<file path="src/rtl/plpc_cfg.svh">
`ifndef PLPC_CFG_SVH
`define PLPC_CFG_SVH

// ============================================================
// Register offsets (byte addresses)
`define PLPC_OFS_CTRL 12'h000
`define PLPC_OFS_STATUS 12'h004
`define PLPC_OFS_EVENT 12'h008
`define PLPC_OFS_DEBOUNCE 12'h00C

// ============================================================
// Control fields and reset values
`define PLPC_CTRL_ENABLE 0
`define PLPC_CTRL_QR_OPTION 1
`define PLPC_CTRL_RESET 2'h1

// ============================================================
// Status fields
`define PLPC_ST_GATE 0
`define PLPC_ST_OCP_LO 1
`define PLPC_ST_OCP_HI 2
`define PLPC_ST_SHUTDOWN 3
`define PLPC_ST_THERMAL 4
`define PLPC_ST_PFC_CLOSED 5
`define PLPC_ST_UVLO_LOW 6
`define PLPC_ST_BURST 7
`define PLPC_ST_FF_OVER 8
`define PLPC_ST_HV_ON 9

// ============================================================
// Sticky event fields, write one to clear
`define PLPC_EV_HARD_OCP 0
`define PLPC_EV_SHUTDOWN 1
`define PLPC_EV_PFC_OPEN 2
`define PLPC_EV_WIDTH 3

// ============================================================
// Synchroniser lane positions
`define PLPC_IN_OSC_TICK 0
`define PLPC_IN_VALLEY 1
`define PLPC_IN_PWM_CMP 2
`define PLPC_IN_OCP_CMP 3
`define PLPC_IN_HARD_OCP 4
`define PLPC_IN_FF_OVER 5
`define PLPC_IN_COMP_CLAMP 6
`define PLPC_IN_VCC_UVLO 7
`define PLPC_IN_VCC_NORMAL 8
`define PLPC_IN_VCC_RESTART 9
`define PLPC_IN_COMP_PFC_OFF 10
`define PLPC_IN_COMP_PFC_ON 11
`define PLPC_IN_COMP_BURST 12
`define PLPC_IN_PFC_THERMAL 13
`define PLPC_IN_WIDTH 14

// ============================================================
// Oscillator cycles the control voltage must stay low
`define PLPC_PFC_DEBOUNCE 1024
`define PLPC_CNT_WIDTH 11

`endif

</file>
<file path="src/rtl/plpc_pkg.sv">
// ============================================================
// Types shared by the latch and protection control
package plpc_pkg;

  // Hard overcurrent protection states
  typedef enum logic [1:0] {
    OCP_IDLE,
    OCP_WARN_REST,
    OCP_WARN_NEXT,
    OCP_SHUT
  } plpc_ocp_state_t;

endpackage

</file>
<file path="src/rtl/plpc_ctrl.sv">
`timescale 1ns/1ps
`include "plpc_cfg.svh"

module plpc_ctrl #(
  parameter int PFC_DEBOUNCE = `PLPC_PFC_DEBOUNCE
) (
  input wire logic clk_in,
  input wire logic rst_b_in,
  // APB slave
  input wire logic psel_in,
  input wire logic penable_in,
  input wire logic pwrite_in,
  input wire logic [11:0] paddr_in,
  input wire logic [31:0] pwdata_in,
  output logic [31:0] prdata_out,
  output logic pready_out,
  output logic pslverr_out,
  // Analog comparators and oscillator, asynchronous
  input wire logic osc_tick_in,
  input wire logic valley_trigger_in,
  input wire logic pwm_cmp_in,
  input wire logic ocp_cmp_in,
  input wire logic hard_ocp_cmp_in,
  input wire logic ff_over_3v_in,
  input wire logic comp_low_clamp_in,
  input wire logic vcc_above_uvlo_in,
  input wire logic vcc_above_normal_in,
  input wire logic vcc_below_restart_in,
  input wire logic comp_below_pfc_off_in,
  input wire logic comp_above_pfc_on_in,
  input wire logic comp_below_burst_in,
  input wire logic pfc_switch_thermal_in,
  // Controls toward the power stage
  output logic gate_out,
  output logic line_feedforward_ground_out,
  output logic pfc_supply_switch_close_out,
  output logic uvlo_low_sel_out,
  output logic hv_startup_on_out,
  output logic quasi_resonant_option_out,
  output logic low_power_out
);

  // ============================================================
  // Synchronised inputs
  logic [`PLPC_IN_WIDTH-1:0] raw;
  logic [`PLPC_IN_WIDTH-1:0] syn;

  assign raw = {pfc_switch_thermal_in, comp_below_burst_in,
                comp_above_pfc_on_in, comp_below_pfc_off_in,
                vcc_below_restart_in, vcc_above_normal_in,
                vcc_above_uvlo_in, comp_low_clamp_in, ff_over_3v_in,
                hard_ocp_cmp_in, ocp_cmp_in, pwm_cmp_in,
                valley_trigger_in, osc_tick_in};

  // All comparator levels cross two flops first
  plpc_sync #(.WIDTH(`PLPC_IN_WIDTH)) u_sync (
    .clk_in(clk_in),
    .rst_b_in(rst_b_in),
    .async_in(raw),
    .sync_out(syn)
  );

  logic osc_s;
  logic valley_s;
  logic pwm_s;
  logic ocp_s;
  logic hard_s;
  logic ff_over_s;
  logic clamp_s;
  logic uvlo_ok_s;
  logic normal_s;
  logic restart_s;
  logic pfc_off_s;
  logic pfc_on_s;
  logic burst_s;
  logic thermal_s;

  assign osc_s = syn[`PLPC_IN_OSC_TICK];
  assign valley_s = syn[`PLPC_IN_VALLEY];
  assign pwm_s = syn[`PLPC_IN_PWM_CMP];
  assign ocp_s = syn[`PLPC_IN_OCP_CMP];
  assign hard_s = syn[`PLPC_IN_HARD_OCP];
  assign ff_over_s = syn[`PLPC_IN_FF_OVER];
  assign clamp_s = syn[`PLPC_IN_COMP_CLAMP];
  assign uvlo_ok_s = syn[`PLPC_IN_VCC_UVLO];
  assign normal_s = syn[`PLPC_IN_VCC_NORMAL];
  assign restart_s = syn[`PLPC_IN_VCC_RESTART];
  assign pfc_off_s = syn[`PLPC_IN_COMP_PFC_OFF];
  assign pfc_on_s = syn[`PLPC_IN_COMP_PFC_ON];
  assign burst_s = syn[`PLPC_IN_COMP_BURST];
  assign thermal_s = syn[`PLPC_IN_PFC_THERMAL];

  // ============================================================
  // Edge detection on the synchronised side only
  logic osc_d;
  logic valley_d;
  logic hard_d;
  logic burst_d;

  always_ff @(posedge clk_in or negedge rst_b_in) begin
    if (!rst_b_in) begin
      osc_d <= 1'b0;
      valley_d <= 1'b0;
      hard_d <= 1'b0;
      burst_d <= 1'b0;
    end else begin
      osc_d <= osc_s;
      valley_d <= valley_s;
      hard_d <= hard_s;
      burst_d <= burst_s;
    end
  end

  logic tick;
  logic valley_evt;
  logic hard_evt;
  logic burst_entry;

  assign tick = osc_s && !osc_d;
  assign valley_evt = valley_s && !valley_d;
  assign hard_evt = hard_s && !hard_d;
  assign burst_entry = burst_s && !burst_d;

  // ============================================================
  // Software control
  logic [1:0] ctrl;
  logic sw_enable;
  logic qr_mode;

  assign sw_enable = ctrl[`PLPC_CTRL_ENABLE];
  assign qr_mode = ctrl[`PLPC_CTRL_QR_OPTION];

  // ============================================================
  // Hard overcurrent hiccup machine
  plpc_pkg::plpc_ocp_state_t ocp_state;
  plpc_pkg::plpc_ocp_state_t next_ocp_state;

  // Warning spans the rest of this cycle plus one whole cycle,
  // so the stop lands on the second or third detection
  always_comb begin
    next_ocp_state = ocp_state;
    unique case (ocp_state)
      plpc_pkg::OCP_IDLE: begin
        if (hard_evt) begin
          next_ocp_state = plpc_pkg::OCP_WARN_REST;
        end
      end
      plpc_pkg::OCP_WARN_REST: begin
        if (tick) begin
          next_ocp_state = plpc_pkg::OCP_WARN_NEXT;
        end
      end
      plpc_pkg::OCP_WARN_NEXT: begin
        if (hard_evt) begin
          next_ocp_state = plpc_pkg::OCP_SHUT;
        end else if (tick) begin
          next_ocp_state = plpc_pkg::OCP_IDLE;
        end
      end
      plpc_pkg::OCP_SHUT: begin
        if (!uvlo_ok_s) begin
          next_ocp_state = plpc_pkg::OCP_IDLE;
        end
      end
    endcase
    if (!uvlo_ok_s) begin
      next_ocp_state = plpc_pkg::OCP_IDLE;
    end
  end

  always_ff @(posedge clk_in or negedge rst_b_in) begin
    if (!rst_b_in) begin
      ocp_state <= plpc_pkg::OCP_IDLE;
    end else begin
      ocp_state <= next_ocp_state;
    end
  end

  logic ocp_shut;
  assign ocp_shut = (ocp_state == plpc_pkg::OCP_SHUT);

  // ============================================================
  // Thermal trip of the PFC supply switch, latched while supplied
  logic thermal_latch;

  always_ff @(posedge clk_in or negedge rst_b_in) begin
    if (!rst_b_in) begin
      thermal_latch <= 1'b0;
    end else if (!uvlo_ok_s) begin
      thermal_latch <= 1'b0;
    end else if (thermal_s) begin
      thermal_latch <= 1'b1;
    end
  end

  logic latched_prot;
  assign latched_prot = ocp_shut || thermal_latch;

  // ============================================================
  // Start-up generator: once a latch has been dropped by UVLO,
  // stay off until Vcc falls to the restart level
  logic hv_hold;

  always_ff @(posedge clk_in or negedge rst_b_in) begin
    if (!rst_b_in) begin
      hv_hold <= 1'b0;
    end else if (latched_prot && !uvlo_ok_s) begin
      hv_hold <= 1'b1;
    end else if (restart_s) begin
      hv_hold <= 1'b0;
    end
  end

  // Generator charges Vcc only while below UVLO and not held
  always_ff @(posedge clk_in or negedge rst_b_in) begin
    if (!rst_b_in) begin
      hv_startup_on_out <= 1'b0;
    end else begin
      hv_startup_on_out <= !uvlo_ok_s && !hv_hold &&
                           !(latched_prot && !uvlo_ok_s);
    end
  end

  // ============================================================
  // Switching permission
  logic run;
  assign run = sw_enable && uvlo_ok_s && !latched_prot &&
               !ff_over_s &&
               !burst_s;

  // ============================================================
  // PWM latch: reset wins over set in the same cycle
  logic set_evt;
  logic clr_evt;

  assign set_evt = tick || (qr_mode && valley_evt);
  assign clr_evt = pwm_s || ocp_s;

  always_ff @(posedge clk_in or negedge rst_b_in) begin
    if (!rst_b_in) begin
      gate_out <= 1'b0;
    end else if (!run || clr_evt) begin
      gate_out <= 1'b0;
    end else if (set_evt) begin
      gate_out <= 1'b1;
    end
  end

  // Consumption drops while burst mode holds switching off
  always_ff @(posedge clk_in or negedge rst_b_in) begin
    if (!rst_b_in) begin
      low_power_out <= 1'b0;
    end else begin
      low_power_out <= burst_s || latched_prot;
    end
  end

  // Feedforward pin forced low under these three causes
  always_ff @(posedge clk_in or negedge rst_b_in) begin
    if (!rst_b_in) begin
      line_feedforward_ground_out <= 1'b1;
    end else begin
      line_feedforward_ground_out <= !uvlo_ok_s || latched_prot ||
                                     clamp_s;
    end
  end

  // ============================================================
  // PFC supply switch with hysteresis and debounce
  logic [`PLPC_CNT_WIDTH-1:0] dbn_count;
  logic dbn_expired;

  plpc_tick_cnt #(
    .WIDTH(`PLPC_CNT_WIDTH),
    .LIMIT(PFC_DEBOUNCE)
  ) u_dbn (
    .clk_in(clk_in),
    .rst_b_in(rst_b_in),
    .hold_in(pfc_off_s),
    .tick_in(tick),
    .count_out(dbn_count),
    .expired_out(dbn_expired)
  );

  logic pfc_open_evt;
  assign pfc_open_evt = pfc_supply_switch_close_out &&
                        (burst_entry || dbn_expired || thermal_s);

  always_ff @(posedge clk_in or negedge rst_b_in) begin
    if (!rst_b_in) begin
      pfc_supply_switch_close_out <= 1'b1;
    end else if (thermal_s || thermal_latch) begin
      pfc_supply_switch_close_out <= 1'b0;
    end else if (burst_entry) begin
      pfc_supply_switch_close_out <= 1'b0;
    end else if (dbn_expired) begin
      pfc_supply_switch_close_out <= 1'b0;
    end else if (pfc_on_s) begin
      pfc_supply_switch_close_out <= 1'b1;
    end
  end

  // Threshold pair follows the operating option
  always_ff @(posedge clk_in or negedge rst_b_in) begin
    if (!rst_b_in) begin
      quasi_resonant_option_out <= 1'b0;
    end else begin
      quasi_resonant_option_out <= qr_mode;
    end
  end

  // ============================================================
  // Adaptive UVLO threshold select
  always_ff @(posedge clk_in or negedge rst_b_in) begin
    if (!rst_b_in) begin
      uvlo_low_sel_out <= 1'b0;
    end else if (pfc_off_s) begin
      uvlo_low_sel_out <= 1'b1;
    end else if (pfc_on_s && normal_s) begin
      uvlo_low_sel_out <= 1'b0;
    end
  end

  // ============================================================
  // APB slave, zero wait states
  logic setup;
  logic access;
  logic wr_fire;
  logic addr_ok;

  assign setup = psel_in && !penable_in;
  assign access = psel_in && penable_in && pready_out;
  assign wr_fire = access && pwrite_in;

  function automatic logic known_addr(input logic [11:0] a);
    known_addr = (a == `PLPC_OFS_CTRL) || (a == `PLPC_OFS_STATUS) ||
                 (a == `PLPC_OFS_EVENT) || (a == `PLPC_OFS_DEBOUNCE);
  endfunction

  assign addr_ok = known_addr(paddr_in);

  // Control register steers the latch and thresholds
  always_ff @(posedge clk_in or negedge rst_b_in) begin
    if (!rst_b_in) begin
      ctrl <= `PLPC_CTRL_RESET;
    end else if (wr_fire && paddr_in == `PLPC_OFS_CTRL) begin
      ctrl <= pwdata_in[1:0];
    end
  end

  // Sticky events; a new event beats a same-cycle clear
  logic [`PLPC_EV_WIDTH-1:0] events;
  logic [`PLPC_EV_WIDTH-1:0] ev_set;
  logic [`PLPC_EV_WIDTH-1:0] ev_clr;

  assign ev_set = {pfc_open_evt,
                   next_ocp_state == plpc_pkg::OCP_SHUT && !ocp_shut,
                   hard_evt};
  assign ev_clr = (wr_fire && paddr_in == `PLPC_OFS_EVENT) ?
                  pwdata_in[`PLPC_EV_WIDTH-1:0] : '0;

  always_ff @(posedge clk_in or negedge rst_b_in) begin
    if (!rst_b_in) begin
      events <= '0;
    end else begin
      events <= (events & ~ev_clr) | ev_set;
    end
  end

  // Live status word
  logic [31:0] status;
  always_comb begin
    status = '0;
    status[`PLPC_ST_GATE] = gate_out;
    status[`PLPC_ST_OCP_HI:`PLPC_ST_OCP_LO] = ocp_state;
    status[`PLPC_ST_SHUTDOWN] = ocp_shut;
    status[`PLPC_ST_THERMAL] = thermal_latch;
    status[`PLPC_ST_PFC_CLOSED] = pfc_supply_switch_close_out;
    status[`PLPC_ST_UVLO_LOW] = uvlo_low_sel_out;
    status[`PLPC_ST_BURST] = burst_s;
    status[`PLPC_ST_FF_OVER] = ff_over_s;
    status[`PLPC_ST_HV_ON] = hv_startup_on_out;
  end

  // Read data captured in setup so the access phase needs no wait
  always_ff @(posedge clk_in or negedge rst_b_in) begin
    if (!rst_b_in) begin
      prdata_out <= '0;
    end else if (setup && !pwrite_in) begin
      unique case (paddr_in)
        `PLPC_OFS_CTRL: prdata_out <= {30'h0, ctrl};
        `PLPC_OFS_STATUS: prdata_out <= status;
        `PLPC_OFS_EVENT: prdata_out <= {29'h0, events};
        `PLPC_OFS_DEBOUNCE: prdata_out <= {21'h0, dbn_count};
        default: prdata_out <= '0;
      endcase
    end
  end

  // Ready for exactly the first access cycle
  always_ff @(posedge clk_in or negedge rst_b_in) begin
    if (!rst_b_in) begin
      pready_out <= 1'b0;
      pslverr_out <= 1'b0;
    end else begin
      pready_out <= setup;
      pslverr_out <= setup && !addr_ok;
    end
  end

endmodule // plpc_ctrl

</file>
<file path="src/rtl/plpc_sync.sv">
`timescale 1ns/1ps

// ============================================================
// Two-flop synchroniser for a group of level inputs
module plpc_sync #(
  parameter int WIDTH = 1
) (
  input wire logic clk_in,
  input wire logic rst_b_in,
  input wire logic [WIDTH-1:0] async_in,
  output logic [WIDTH-1:0] sync_out
);

  logic [WIDTH-1:0] meta;

  // First stage feeds only the second stage
  always_ff @(posedge clk_in or negedge rst_b_in) begin
    if (!rst_b_in) begin
      meta <= '0;
      sync_out <= '0;
    end else begin
      meta <= async_in;
      sync_out <= meta;
    end
  end

endmodule // plpc_sync

</file>
<file path="src/rtl/plpc_tick_cnt.sv">
`timescale 1ns/1ps
`include "plpc_cfg.svh"

// ============================================================
// Counts oscillator ticks while a condition holds
module plpc_tick_cnt #(
  parameter int WIDTH = `PLPC_CNT_WIDTH,
  parameter int LIMIT = `PLPC_PFC_DEBOUNCE
) (
  input wire logic clk_in,
  input wire logic rst_b_in,
  input wire logic hold_in,
  input wire logic tick_in,
  output logic [WIDTH-1:0] count_out,
  output logic expired_out
);

  localparam logic [WIDTH-1:0] TOP = WIDTH'(LIMIT + 1);

  // Restart on release; saturate past the limit
  always_ff @(posedge clk_in or negedge rst_b_in) begin
    if (!rst_b_in) begin
      count_out <= '0;
    end else if (!hold_in) begin
      count_out <= '0;
    end else if (tick_in && count_out != TOP) begin
      count_out <= count_out + WIDTH'(1);
    end
  end

  // Expiry means strictly more than the limit
  always_ff @(posedge clk_in or negedge rst_b_in) begin
    if (!rst_b_in) begin
      expired_out <= 1'b0;
    end else begin
      expired_out <= hold_in && (count_out == TOP);
    end
  end

endmodule // plpc_tick_cnt

</file>
<file path="config.mk">
export PLATFORM = sky130hd
export DESIGN_NAME = plpc_ctrl
export DESIGN_NICKNAME = d
export VERILOG_FILES = /design/src/rtl/plpc_pkg.sv /design/src/rtl/plpc_ctrl.sv /design/src/rtl/plpc_sync.sv /design/src/rtl/plpc_tick_cnt.sv
export VERILOG_INCLUDE_DIRS = /design/src /design/src/rtl
export SDC_FILE = /design/constraint.sdc
export NUM_CORES = 1
export LEC_CHECK = 0
export ABC_AREA = 1
export BUFFER_PORTS_ARGS = -buffer_cell sky130_fd_sc_hd__clkbuf_2
export CORE_MARGIN = 3
export CORE_UTILIZATION = 53
export DETAILED_ROUTE_END_ITERATION = 6
export GPL_TIMING_DRIVEN = 1
export PLACE_DENSITY = 0.86
export SETUP_SLACK_MARGIN = 0.5
export SYNTH_ARGS = -nofsm -noshare
export SYNTH_HDL_FRONTEND = slang
export SYNTH_SLANG_ARGS = --single-unit
</file>
<file path="constraint.sdc">
create_clock -name clk_in -period 2.77 [get_ports clk_in]
set_clock_uncertainty 0.15 [all_clocks]
set_input_delay 0.1385 -clock clk_in [delete_from_list [all_inputs] [get_ports clk_in]]
set_output_delay 0.1385 -clock clk_in [all_outputs]
set_load 0.05 [all_outputs]
</file>
==> results of run 1 <==
==> worst register-to-register path: stages (launching register included) <==
cell	delay (ps)
dfrtp_1	430
inv_1	130
ha_1	170
nand4_2	160
o21ai_2	210
nand2_4	110
inv_6	120
nand2_1	70
nand2_1	60
==> worst paths after layout <==
check / slack [ps] / cells after the start / endpoint
setup / recovery: 1050 / 7 / prdata_out[1]$_DFFE_PN0P_
hold / removal: 50 / 5 / ctrl[0]$_DFFE_PN1P_
setup reg to reg: 1100 / 8 / u_dbn.count_out[5]$_DFFE_PN0P_
hold reg to reg: 200 / 0 / u_sync.sync_out[8]$_DFF_PN0_
max in group asynchronous: 1470 / 3 / pfc_supply_switch_close_out$_DFFE_PN1P_
min in group asynchronous: 270 / 2 / u_dbn.count_out[7]$_DFFE_PN0P_
==> layout make-up <==
cell class	count	area (sq um)
Clock buffer	11	141
Clock inverter	5	55.1
Fill cell	436	1800
Inverter	31	121
Multi-Input combinational cell	238	1120
Sequential cell	73	1830
Tap cell	72	90.1
Timing Repair Buffer	74	485
==> power by group through the flow <==
stage	logic (W)	registers (W)	clock network [W]
CTS	0.000228	0.00113	0.000830
global route	0.000250	0.00114	0.000880
finish	0.000227	0.00113	0.000806
detailed placement	0.000205	0.00115	0
global placement	0.000201	0.00115	0
floorplan	0.000140	0.00116	0
==> state kept, by name, indices dropped and copies added (netlist names), 2 cells and up <==
signal,count
events,3
u_dbn.count_out,11
u_sync.sync_out,14
ctrl,2
ocp_state,2
u_sync.meta,14
prdata_out,11
==> cells in the final DEF (no fill, tap or decap), types with 2 or more instances in the layout <==
| master | instances |
|---|---|
| clkbuf_2 | 52 |
| clkbuf_8 | 10 |
| clkinv_2 | 2 |
| clkinvlp_4 | 2 |
| conb_1 | 21 |
| dfrtp_1 | 70 |
| dfstp_2 | 3 |
| dlygate4sd3_1 | 20 |
| ha_1 | 2 |
| inv_1 | 27 |
| inv_2 | 2 |
| nand2_1 | 103 |
| nand2_2 | 6 |
| nand3_1 | 24 |
| nand4_1 | 11 |
| nand4_2 | 2 |
| nor2_1 | 31 |
| nor2_2 | 3 |
| nor2_4 | 3 |
| nor3_1 | 4 |
| o21ai_0 | 9 |
| o21ai_1 | 6 |
| o21bai_1 | 2 |
| xor2_1 | 3 |
==> cells by family (layout without fill, tap and decap cells) <==
family | after synthesis | in the layout | share of synthesized area
simple gates | 190 | 190 | 0.272
flops | 73 | 73 | 0.578
other cells | 1 | 21 | 0.00118
fa+ha+maj | 2 | 2 | 0.00790
xor+xnor | 3 | 3 | 0.00830
buf+inv | 55 | 121 | 0.0932
compound gates | 22 | 22 | 0.0395
==> per-layer routing <==
| layer | up-vias | wire (microns) | GRT usage |
|---|---|---|---|
| met5 | - | 0 | 0 |
| met4 | 0 | 106 | 0.0802 |
| met3 | 11 | 401 | 0.0427 |
| met2 | 79 | 3230 | 0.350 |
| met1 | 1133 | 2840 | 0.261 |
| li1 | 1222 | - | - |
==> stage by stage <==
step / hold slack, ps / cell area [sq um] / instances / setup WS [ps]
6_report: 53.6 / 3840 / 504 / 1050
4_1_cts: 36.9 / 3840 / 504 / 1090
5_1_grt: 81.8 / 3840 / 504 / 886
3_3_place_gp: 96.3 / 3440 / 468 / 1160
2_1_floorplan: -307 / 3240 / 366 / 1330
3_5_place_dp: 98.1 / 3440 / 468 / 1120
==> metrics, run 1 <==
GR Util All Layers 0.207; H-tree levels 3; part of the power in registers 0.523; number of synthesized flops with an enable pin 0; Power Density 564 nW/um^2; worst-margin pin slew 787 ps; Skew-Pair Late Insertion Delay 330 ps; post-layout total power 0.00217 W; Top delay family on crit path buffers and inverters; WL/cell 13.0 microns; Worst path most repeated cell nand2_1; most common cell in the synthesized netlist nand2_1; Crit path arrival time 1790 ps; Die W 83.3 microns; synthesized flop and latch total 73; Hold Buf Count CTS 20; Post-DP HPWL 4.70 mm; Mapped Area 3170 sq um; Core ar. 5640 sq um; post-layout min period 1720 ps; Antenna Cells 0; CTS tree done; crit start category input port; GRT Residual Overflow 0; Clock transition at path regs 80 ps; Setup CP Type in -> reg; CTS sink count 73; # resized after CTS 0; final wirelength 6.57 mm; setup TNS 0 ps; synthesized instance count 346; number of port buffers 53; relative slew slack 0.475; starting density of the core 0.561; Logic pwr share 0.105; Yosys Warn Count 0; final core occ 0.681; status complete, no violations; average vias per placed instance 4.85; P_sw 0.000562 W; Layout Nets 492; worst path buffer plus inverter count 3; Leak 2.02 nW; fin crit share 0.622; postcts setup bufs 0; # setup viols final 0; Crit path largest cell delay 550 ps; CTS root buffer clkbuf_8; DRT antenna net count 0; IO Pins 104; CP Max Fanout 13; synth top area cells dfrtp_1, nand2_1, buf_4; slowest CP cell dlygate4sd3_1; Min-Delay Startpoint psel_in; Worst R2R Start u_dbn.count_out[1]$_DFFE_PN0P_; placement row count 27; layout cells sized above 1 0.215; largest net degree at the start of global routing 40; Async S/R FF share, synth 1.00; final hold vios 0; die area 6940 sq um; initial antenna violation count 0; gpl congestion 0.864; CTS Buf Count 9; initial DRC count 232; P_int 0.00160 W; Avg Inst Size Synth 9.15 sq um; unrepaired setup endpoints after global routing no; max cap viols 0; Pre-Repair DR Iteration Count 4; switching fraction of total power 0.259; endpoint class of the critical path flop; Yosys top cell by area dfrtp_1; Hold Path Class in -> reg; first-pass GRT wire length 11.5 mm; CP Data Required Time 2840 ps; Max Root-Sink Buffers 2; Die H 83.3 microns; Commonest cells post-synth nand2_1, dfrtp_1, nor2_1; Unique masters post-synth 32; CP Cell Sequence dlygate4sd3_1 > clkbuf_2 > nor2_1 > nand2_1 > clkinv_1 > o21ai_0 > nand2_1; fmax 580 MHz; Worst VDD drop 0.429 mV; number of global-route vias before repair 2471; Syn-to-layout area delta 21.3%; top cell type's share of synthesized area 0.553; Worst setup startpoint penable_in; Vias 2445; Seq/Total Area, Yosys 0.578; detailed-route DRC error count 0; ys flop type dfrtp_1; Clock Power Share 0.372; Slew Viols, Final 0
Power figures use the tool's default switching activity.
==> inputs of run 2 (changes only) <==
--- a/config.mk
+++ b/config.mk
@@ -6,13 +6,13 @@
 export SDC_FILE = /design/constraint.sdc
 export NUM_CORES = 1
 export LEC_CHECK = 0
-export ABC_AREA = 1
+export ABC_AREA = 0
 export BUFFER_PORTS_ARGS = -buffer_cell sky130_fd_sc_hd__clkbuf_2
 export CORE_MARGIN = 3
-export CORE_UTILIZATION = 53
+export CORE_UTILIZATION = 49
 export DETAILED_ROUTE_END_ITERATION = 6
 export GPL_TIMING_DRIVEN = 1
-export PLACE_DENSITY = 0.86
+export PLACE_DENSITY = 0.82
 export SETUP_SLACK_MARGIN = 0.5
 export SYNTH_ARGS = -nofsm -noshare
 export SYNTH_HDL_FRONTEND = slang
==> constraint.sdc (replaced) <==
create_clock -name clk_in -period 1.8 [get_ports clk_in]
set_clock_uncertainty 0.15 [all_clocks]
set_input_delay 0.09 -clock clk_in [delete_from_list [all_inputs] [get_ports clk_in]]
set_output_delay 0.09 -clock clk_in [all_outputs]
set_load 0.05 [all_outputs]
==> metrics, run 2 <==
number of port buffers 53 (unchanged); pre-CTS WS 111 ps (-1010 ps); first-pass GRT wire length 11.1 mm (-3.4%); top cell type's share of synthesized area 0.588 (+0.0353); Layout Nets 415 (-16%); placement row count 27 (unchanged); GRT Residual Overflow 0 (unchanged); Vias 2272 (-7.1%); endpoint class of the critical path flop; synthesized flop and latch total 73 (unchanged); GR Util All Layers 0.200 (-0.00743); initial antenna violation count 0 (unchanged); Yosys Warn Count 0 (unchanged); failing checks negative hold slack; reg2reg end u_dbn.count_out[10]$_DFFE_PN0P_; Post-DP HPWL 4.09 mm (-13%); Worst Slack Setup Final 138 ps (-908 ps); Slew Viols, Final 0 (unchanged); most common cell after layout, fill and taps aside dfrtp_1; initial DRC count 189 (-19%); CTS tree done; Mapped Area 2980 sq um (-6.0%); crit start category flop; average vias per placed instance 5.32 (+9.7%); worst-margin pin slew 519 ps (-268 ps); Hold Buf Count CTS 21 (+5.0%); top flop regs u_sync.meta (14), u_sync.sync_out (14); Skew-Pair Late Insertion Delay 350 ps (+20 ps); Hold Path Class in -> reg; Crit path arrival time 1710 ps (-80 ps); number of synthesized flops with an enable pin 0 (unchanged); Worst Hold Endpoint prdata_out[1]$_DFFE_PN0P_; unrepaired setup endpoints after global routing yes; CTS sink count 73 (unchanged); DRT antenna net count 0 (unchanged); IO Pins 104 (unchanged); part of the power in registers 0.475 (-0.048); Setup CP Type reg -> reg; Min-Delay Startpoint paddr_in[10]; H-tree levels 3 (unchanged); Die H 83.9 microns (+0.77%); setup TNS 0 ps (unchanged); CP Data Required Time 1850 ps (-990 ps); FF-to-FF path depth 5 (-3); Worst setup startpoint u_dbn.count_out[0]$_DFFE_PN0P_; CTS Buf Count 9 (unchanged); gpl congestion 0.874 (+1.2%); P_int 0.00275 W (+72%); final hold vios 3 (+3); status complete, but fails checks; CP Max Fanout 4 (-9); largest net degree at the start of global routing 36 (-10%); Max Root-Sink Buffers 2 (unchanged); post-layout min period 1660 ps; layout cells sized above 1 0.400 (+0.185); max cap viols 0 (unchanged); Clock Power Share 0.418 (+0.046); # fillers 345 (-21%); Yosys top cell by area dfrtp_1; fmax 602 MHz; detailed-route DRC error count 0 (unchanged); Seq/Total Area, Yosys 0.615 (+0.0369); # setup viols final 0 (unchanged); Worst R2R Start u_dbn.count_out[0]$_DFFE_PN0P_; setup slack, reg-to-reg 140 ps (-960 ps); synthesized instance count 244 (-29%); synth top area cells dfrtp_1, buf_4, nand2_1; area of the multi-input gates 1200 sq um (+7.7%); Logic pwr share 0.107 (+0.002); relative slew slack 0.654 (+0.179); die area 7050 sq um (+1.5%); Core ar. 5680 sq um (+0.60%); Avg Inst Size Synth 12.2 sq um (+33%); Commonest cells post-synth dfrtp_1, nand2_1, buf_4; most frequent cells in the layout dfrtp_1, clkbuf_2, nand2_1; P_sw 0.000903 W (+61%); switching fraction of total power 0.247 (-0.0124); Leak 1.92 nW (-4.9%); Syn-to-layout area delta 39.3%; Power Density 882 nW/um^2 (+56%); Fin Hold WS -104 ps (-157 ps); Clock transition at path regs 90 ps (about the same); hold path depth 4 (-1); Pre-Repair DR Iteration Count 4 (unchanged); most common cell in the synthesized netlist dfrtp_1; Async S/R FF share, synth 1.00 (unchanged); WL/cell 16.7 microns (+28%); FF+latch area 1840 sq um (+0.68%); Antenna Cells 0 (unchanged); Worst VDD drop 0.792 mV (+85%); Unique masters post-synth 48 (+50%); ys flop type dfrtp_1; number of global-route vias before repair 2310 (-6.5%); final wirelength 7.12 mm (+8.3%); CTS root buffer clkbuf_8; starting density of the core 0.524 (-0.0369); fin crit share 0.923; Die W 83.9 microns (+0.77%)
run 2: cell types whose count changed after synthesis, sizes merged, moves of 4 or more:
cell,previous run,this run
mux2i,0,8
clkbuf,1,5
nand4,13,4
nor4,0,6
inv,30,5
o31ai,1,5
nand2,110,28
nand2b,0,6
nand3,24,6
and2,0,9
nor2,37,5
run 2: logic make-up (layout without fill, tap and decap cells):
group                      after synthesis  count (layout)  share of synthesized area
and+or+nand+nor                         84              84                      0.166
DFF                                     73              73                      0.615
AOI/OAI and AO/OA                       33              33                     0.0698
buffers and inverters                   32             123                     0.0673
muxes                                   12              12                     0.0521
xor gates and xnor gates                 7               7                     0.0206
adders and majority gates                2               2                    0.00841
other                                    1              21                    0.00126
run 2: power groups by stage:
stage / logic (W) / clock network (W) / registers [W]
6_report: 0.000390 / 0.00153 / 0.00174
5_1_grt: 0.000419 / 0.00163 / 0.00174
4_1_cts: 0.000369 / 0.00154 / 0.00174
3_5_place_dp: 0.000308 / 0 / 0.00177
3_3_place_gp: 0.000303 / 0 / 0.00176
2_1_floorplan: 0.000202 / 0 / 0.00179
run 2: through the flow:
stage                     cells  utilization  power [W]  instance area, sq um
after floorplan             264            -    0.00199                  3110
final                       427        0.731    0.00366                  4150
after global placement      368        0.589    0.00207                  3340
after detailed placement    368        0.589    0.00208                  3340
after CTS                   421        0.708    0.00364                  4020
after global routing        427        0.731    0.00380                  4150
run 2: critical path, stage by stage (launching register included):
cell and delay (ps):
dfrtp_2 430, ha_4 150, and4b_2 270, nand2_1 110, o311ai_2 270, o41ai_2 140
run 2: metal layers:
metal	track usage	wire length, microns	up-vias
met3	0.0701	604	24
li1	-	-	1017
met1	0.239	2680	1098
met2	0.338	3640	133
met4	0.0599	196	0
met5	0	0	-
run 2: worst max-delay path by stage:
stage / end / slack, ps / depth (start not counted)
floorplan: ctrl[1]$_DFFE_PN0P_ / 90 / 4
global placement: ctrl[1]$_DFFE_PN0P_ / 150 / 5
detailed placement: ctrl[1]$_DFFE_PN0P_ / 110 / 5
CTS: u_dbn.count_out[0]$_DFFE_PN0P_ / 240 / 6
global route: u_dbn.count_out[7]$_DFFE_PN0P_ / 90 / 6
finish: u_dbn.count_out[10]$_DFFE_PN0P_ / 140 / 5
run 2: area by class of cell:
type                    instances  share of cell area
multi-input cells             159               0.290
well taps                      72              0.0217
clock inverters                 7              0.0287
repair buffers                102               0.181
flip-flops and latches         73               0.444
inverters                       5             0.00452
clock buffers                   9              0.0299
run 2: timing repair:
item	CTS	global route
hold endpoints to repair	94	3
setup endpoints to repair	19	31
resized for setup	25	19
pin swaps	8	10
setup buffers	16	6
gates cloned	0	0
==> inputs of run 3 (changes only) <==
--- a/config.mk
+++ b/config.mk
@@ -7,7 +7,9 @@
 export NUM_CORES = 1
 export LEC_CHECK = 0
 export ABC_AREA = 0
+export ABC_CLOCK_PERIOD_IN_PS = 1800
 export BUFFER_PORTS_ARGS = -buffer_cell sky130_fd_sc_hd__clkbuf_2
+export CORE_ASPECT_RATIO = 0.9
 export CORE_MARGIN = 3
 export CORE_UTILIZATION = 49
 export DETAILED_ROUTE_END_ITERATION = 6
==> metrics, run 3 (synthesis gave the netlist of run 2 again) <==
Worst VDD drop 0.747 mV (-5.7%); final core occ 0.713 (-0.0176); layout cells sized above 1 0.406 (+0.00616); die area 7050 sq um (about the same); slowest CP cell dfrtp_1; CTS Buf Count 9 (unchanged); CP Max Fanout 3 (-1); fin cells 427 (unchanged); starting density of the core 0.514 (-0.0104); endpoint class of the critical path flop; Crit path largest cell delay 400 ps (-30 ps); post-layout min period 1730 ps (+70.9 ps); Die H 79.9 microns (-4.8%); status complete, but fails checks; initial antenna violation count 0 (unchanged); max cap viols 0 (unchanged); post-layout total power 0.00328 W (-10%); Antenna Cells 0 (unchanged); fin crit share 0.963 (+0.0394); Layout Nets 417 (+0.48%); CTS root buffer clkbuf_8; Crit path arrival time 1800 ps (+90 ps); Hold Path Class in -> reg; CTS sink count 73 (unchanged); Max Root-Sink Buffers 2 (unchanged); CTS tree done; failing checks negative hold slack; # fillers 372 (+7.8%); area of the multi-input gates 1220 sq um (+1.4%); number of global-route vias before repair 2244 (-2.9%); gpl congestion 0.881 (+0.86%); Vias 2280 (+0.35%); Core ar. 5790 sq um (+2.0%); Worst Slack Setup Final 66.9 ps (-70.9 ps); GR Util All Layers 0.216 (+0.0169); largest net degree at the start of global routing 74 (+110%); detailed-route DRC error count 0 (unchanged); crit start category flop; final hold vios 4 (+1); Setup CP Type reg -> reg; Die W 88.2 microns (+5.0%); Fin Hold WS -120 ps (-16.3 ps); placement row count 26 (-3.7%); top flop regs u_sync.meta (14), u_sync.sync_out (14); Clock transition at path regs 80 ps (about the same); pre-CTS WS 114 ps (+3.00 ps); Syn-to-layout area delta 38.8%; Post-DP HPWL 3.84 mm (-6.0%); Skew-Pair Late Insertion Delay 350 ps (about the same); Slew Viols, Final 0 (unchanged); fmax 577 MHz (-4.1%); worst path buffer plus inverter count 0 (unchanged); CP Data Required Time 1870 ps (+20 ps); number of port buffers 53 (unchanged); IO Pins 104 (unchanged); CP Cell Sequence ha_1 > and4b_2 > nand2_1 > o311ai_2 > o41ai_2; GRT Residual Overflow 0 (unchanged); H-tree levels 3 (unchanged); Leak 1.94 nW (+0.80%); most common cell after layout, fill and taps aside dfrtp_1; FF+latch area 1850 sq um (+0.14%); final wirelength 7.57 mm (+6.3%); initial DRC count 164 (-13%); Power Density 795 nW/um^2 (-9.9%); first-pass GRT wire length 11.2 mm (+0.93%); average vias per placed instance 5.34 (+0.35%); DRT antenna net count 0 (unchanged); most frequent cells in the layout dfrtp_1, clkbuf_2, nand2_1; WL/cell 17.7 microns (+6.3%); Inst Count DP 364 (-1.1%); Top delay family on crit path compound AO/OA/AOI/OAI gates; # setup viols final 0 (unchanged); unrepaired setup endpoints after global routing yes; Pre-Repair DR Iteration Count 5 (+1)
## run 3: worst paths after layout
kind	startpoint	to	slack, ps	cells after the start
min reg2reg	u_sync.meta[9]$_DFF_PN0_	u_sync.sync_out[9]$_DFF_PN0_	200	0
min in group asynchronous	rst_b_in	u_sync.meta[10]$_DFF_PN0_	130	3
max reg2reg	u_dbn.count_out[1]$_DFFE_PN0P_	u_dbn.count_out[10]$_DFFE_PN0P_	70	5
max in group asynchronous	rst_b_in	ctrl[0]$_DFFE_PN1P_	1030	3
max	u_dbn.count_out[1]$_DFFE_PN0P_	u_dbn.count_out[10]$_DFFE_PN0P_	70	5
min	paddr_in[10]	prdata_out[1]$_DFFE_PN0P_	-120	4
## run 3: cell type report
class	count	area share
sequential	73	0.447
timing repair buffer	104	0.189
multi-input combinational	159	0.295
clock buffer	10	0.0309
clock inverter	6	0.0124
tap	70	0.0212
inverter	5	0.00454
## run 3: worst register-to-register path, cell delays in order, from the launching register on
cell      delay, ps
dfrtp_1         400
ha_1            190
and4b_2         280
nand2_1         120
o311ai_2        310
o41ai_2         150
## run 3: repair_timing
| item | in CTS | in global routing |
|---|---|---|
| hold buffers | 20 | 1 |
| hold endpoints to repair | 98 | 4 |
| setup buffers | 20 | 6 |
| pin swaps | 14 | 15 |
| gates resized for setup | 28 | 25 |
| endpoints found under the setup margin | 22 | 30 |
## run 3: report_power, final
group          total (W)  internal [W]  leakage, nW  switching, W
Sequential       0.00174       0.00170        0.885     0.0000418
Clock            0.00115      0.000516       0.0875      0.000632
Combinational   0.000396      0.000140        0.963      0.000256
## run 3: metal layers
metal  track usage  part of all wire
met5             0                 0
met4        0.0982             0.041
met3        0.0784             0.089
met2         0.357              0.49
met1         0.252              0.38
## run 3: through the flow
stage | hold WS, ps | instance area (sq um) | setup TNS, ps
4_1_cts | -134 | 3970 | 0
3_5_place_dp | -10.8 | 3310 | 0
2_1_floorplan | -356 | 3110 | 0
5_1_grt | -96.6 | 4130 | -9.08
3_3_place_gp | -13.5 | 3310 | 0
6_report | -120 | 4130 | 0
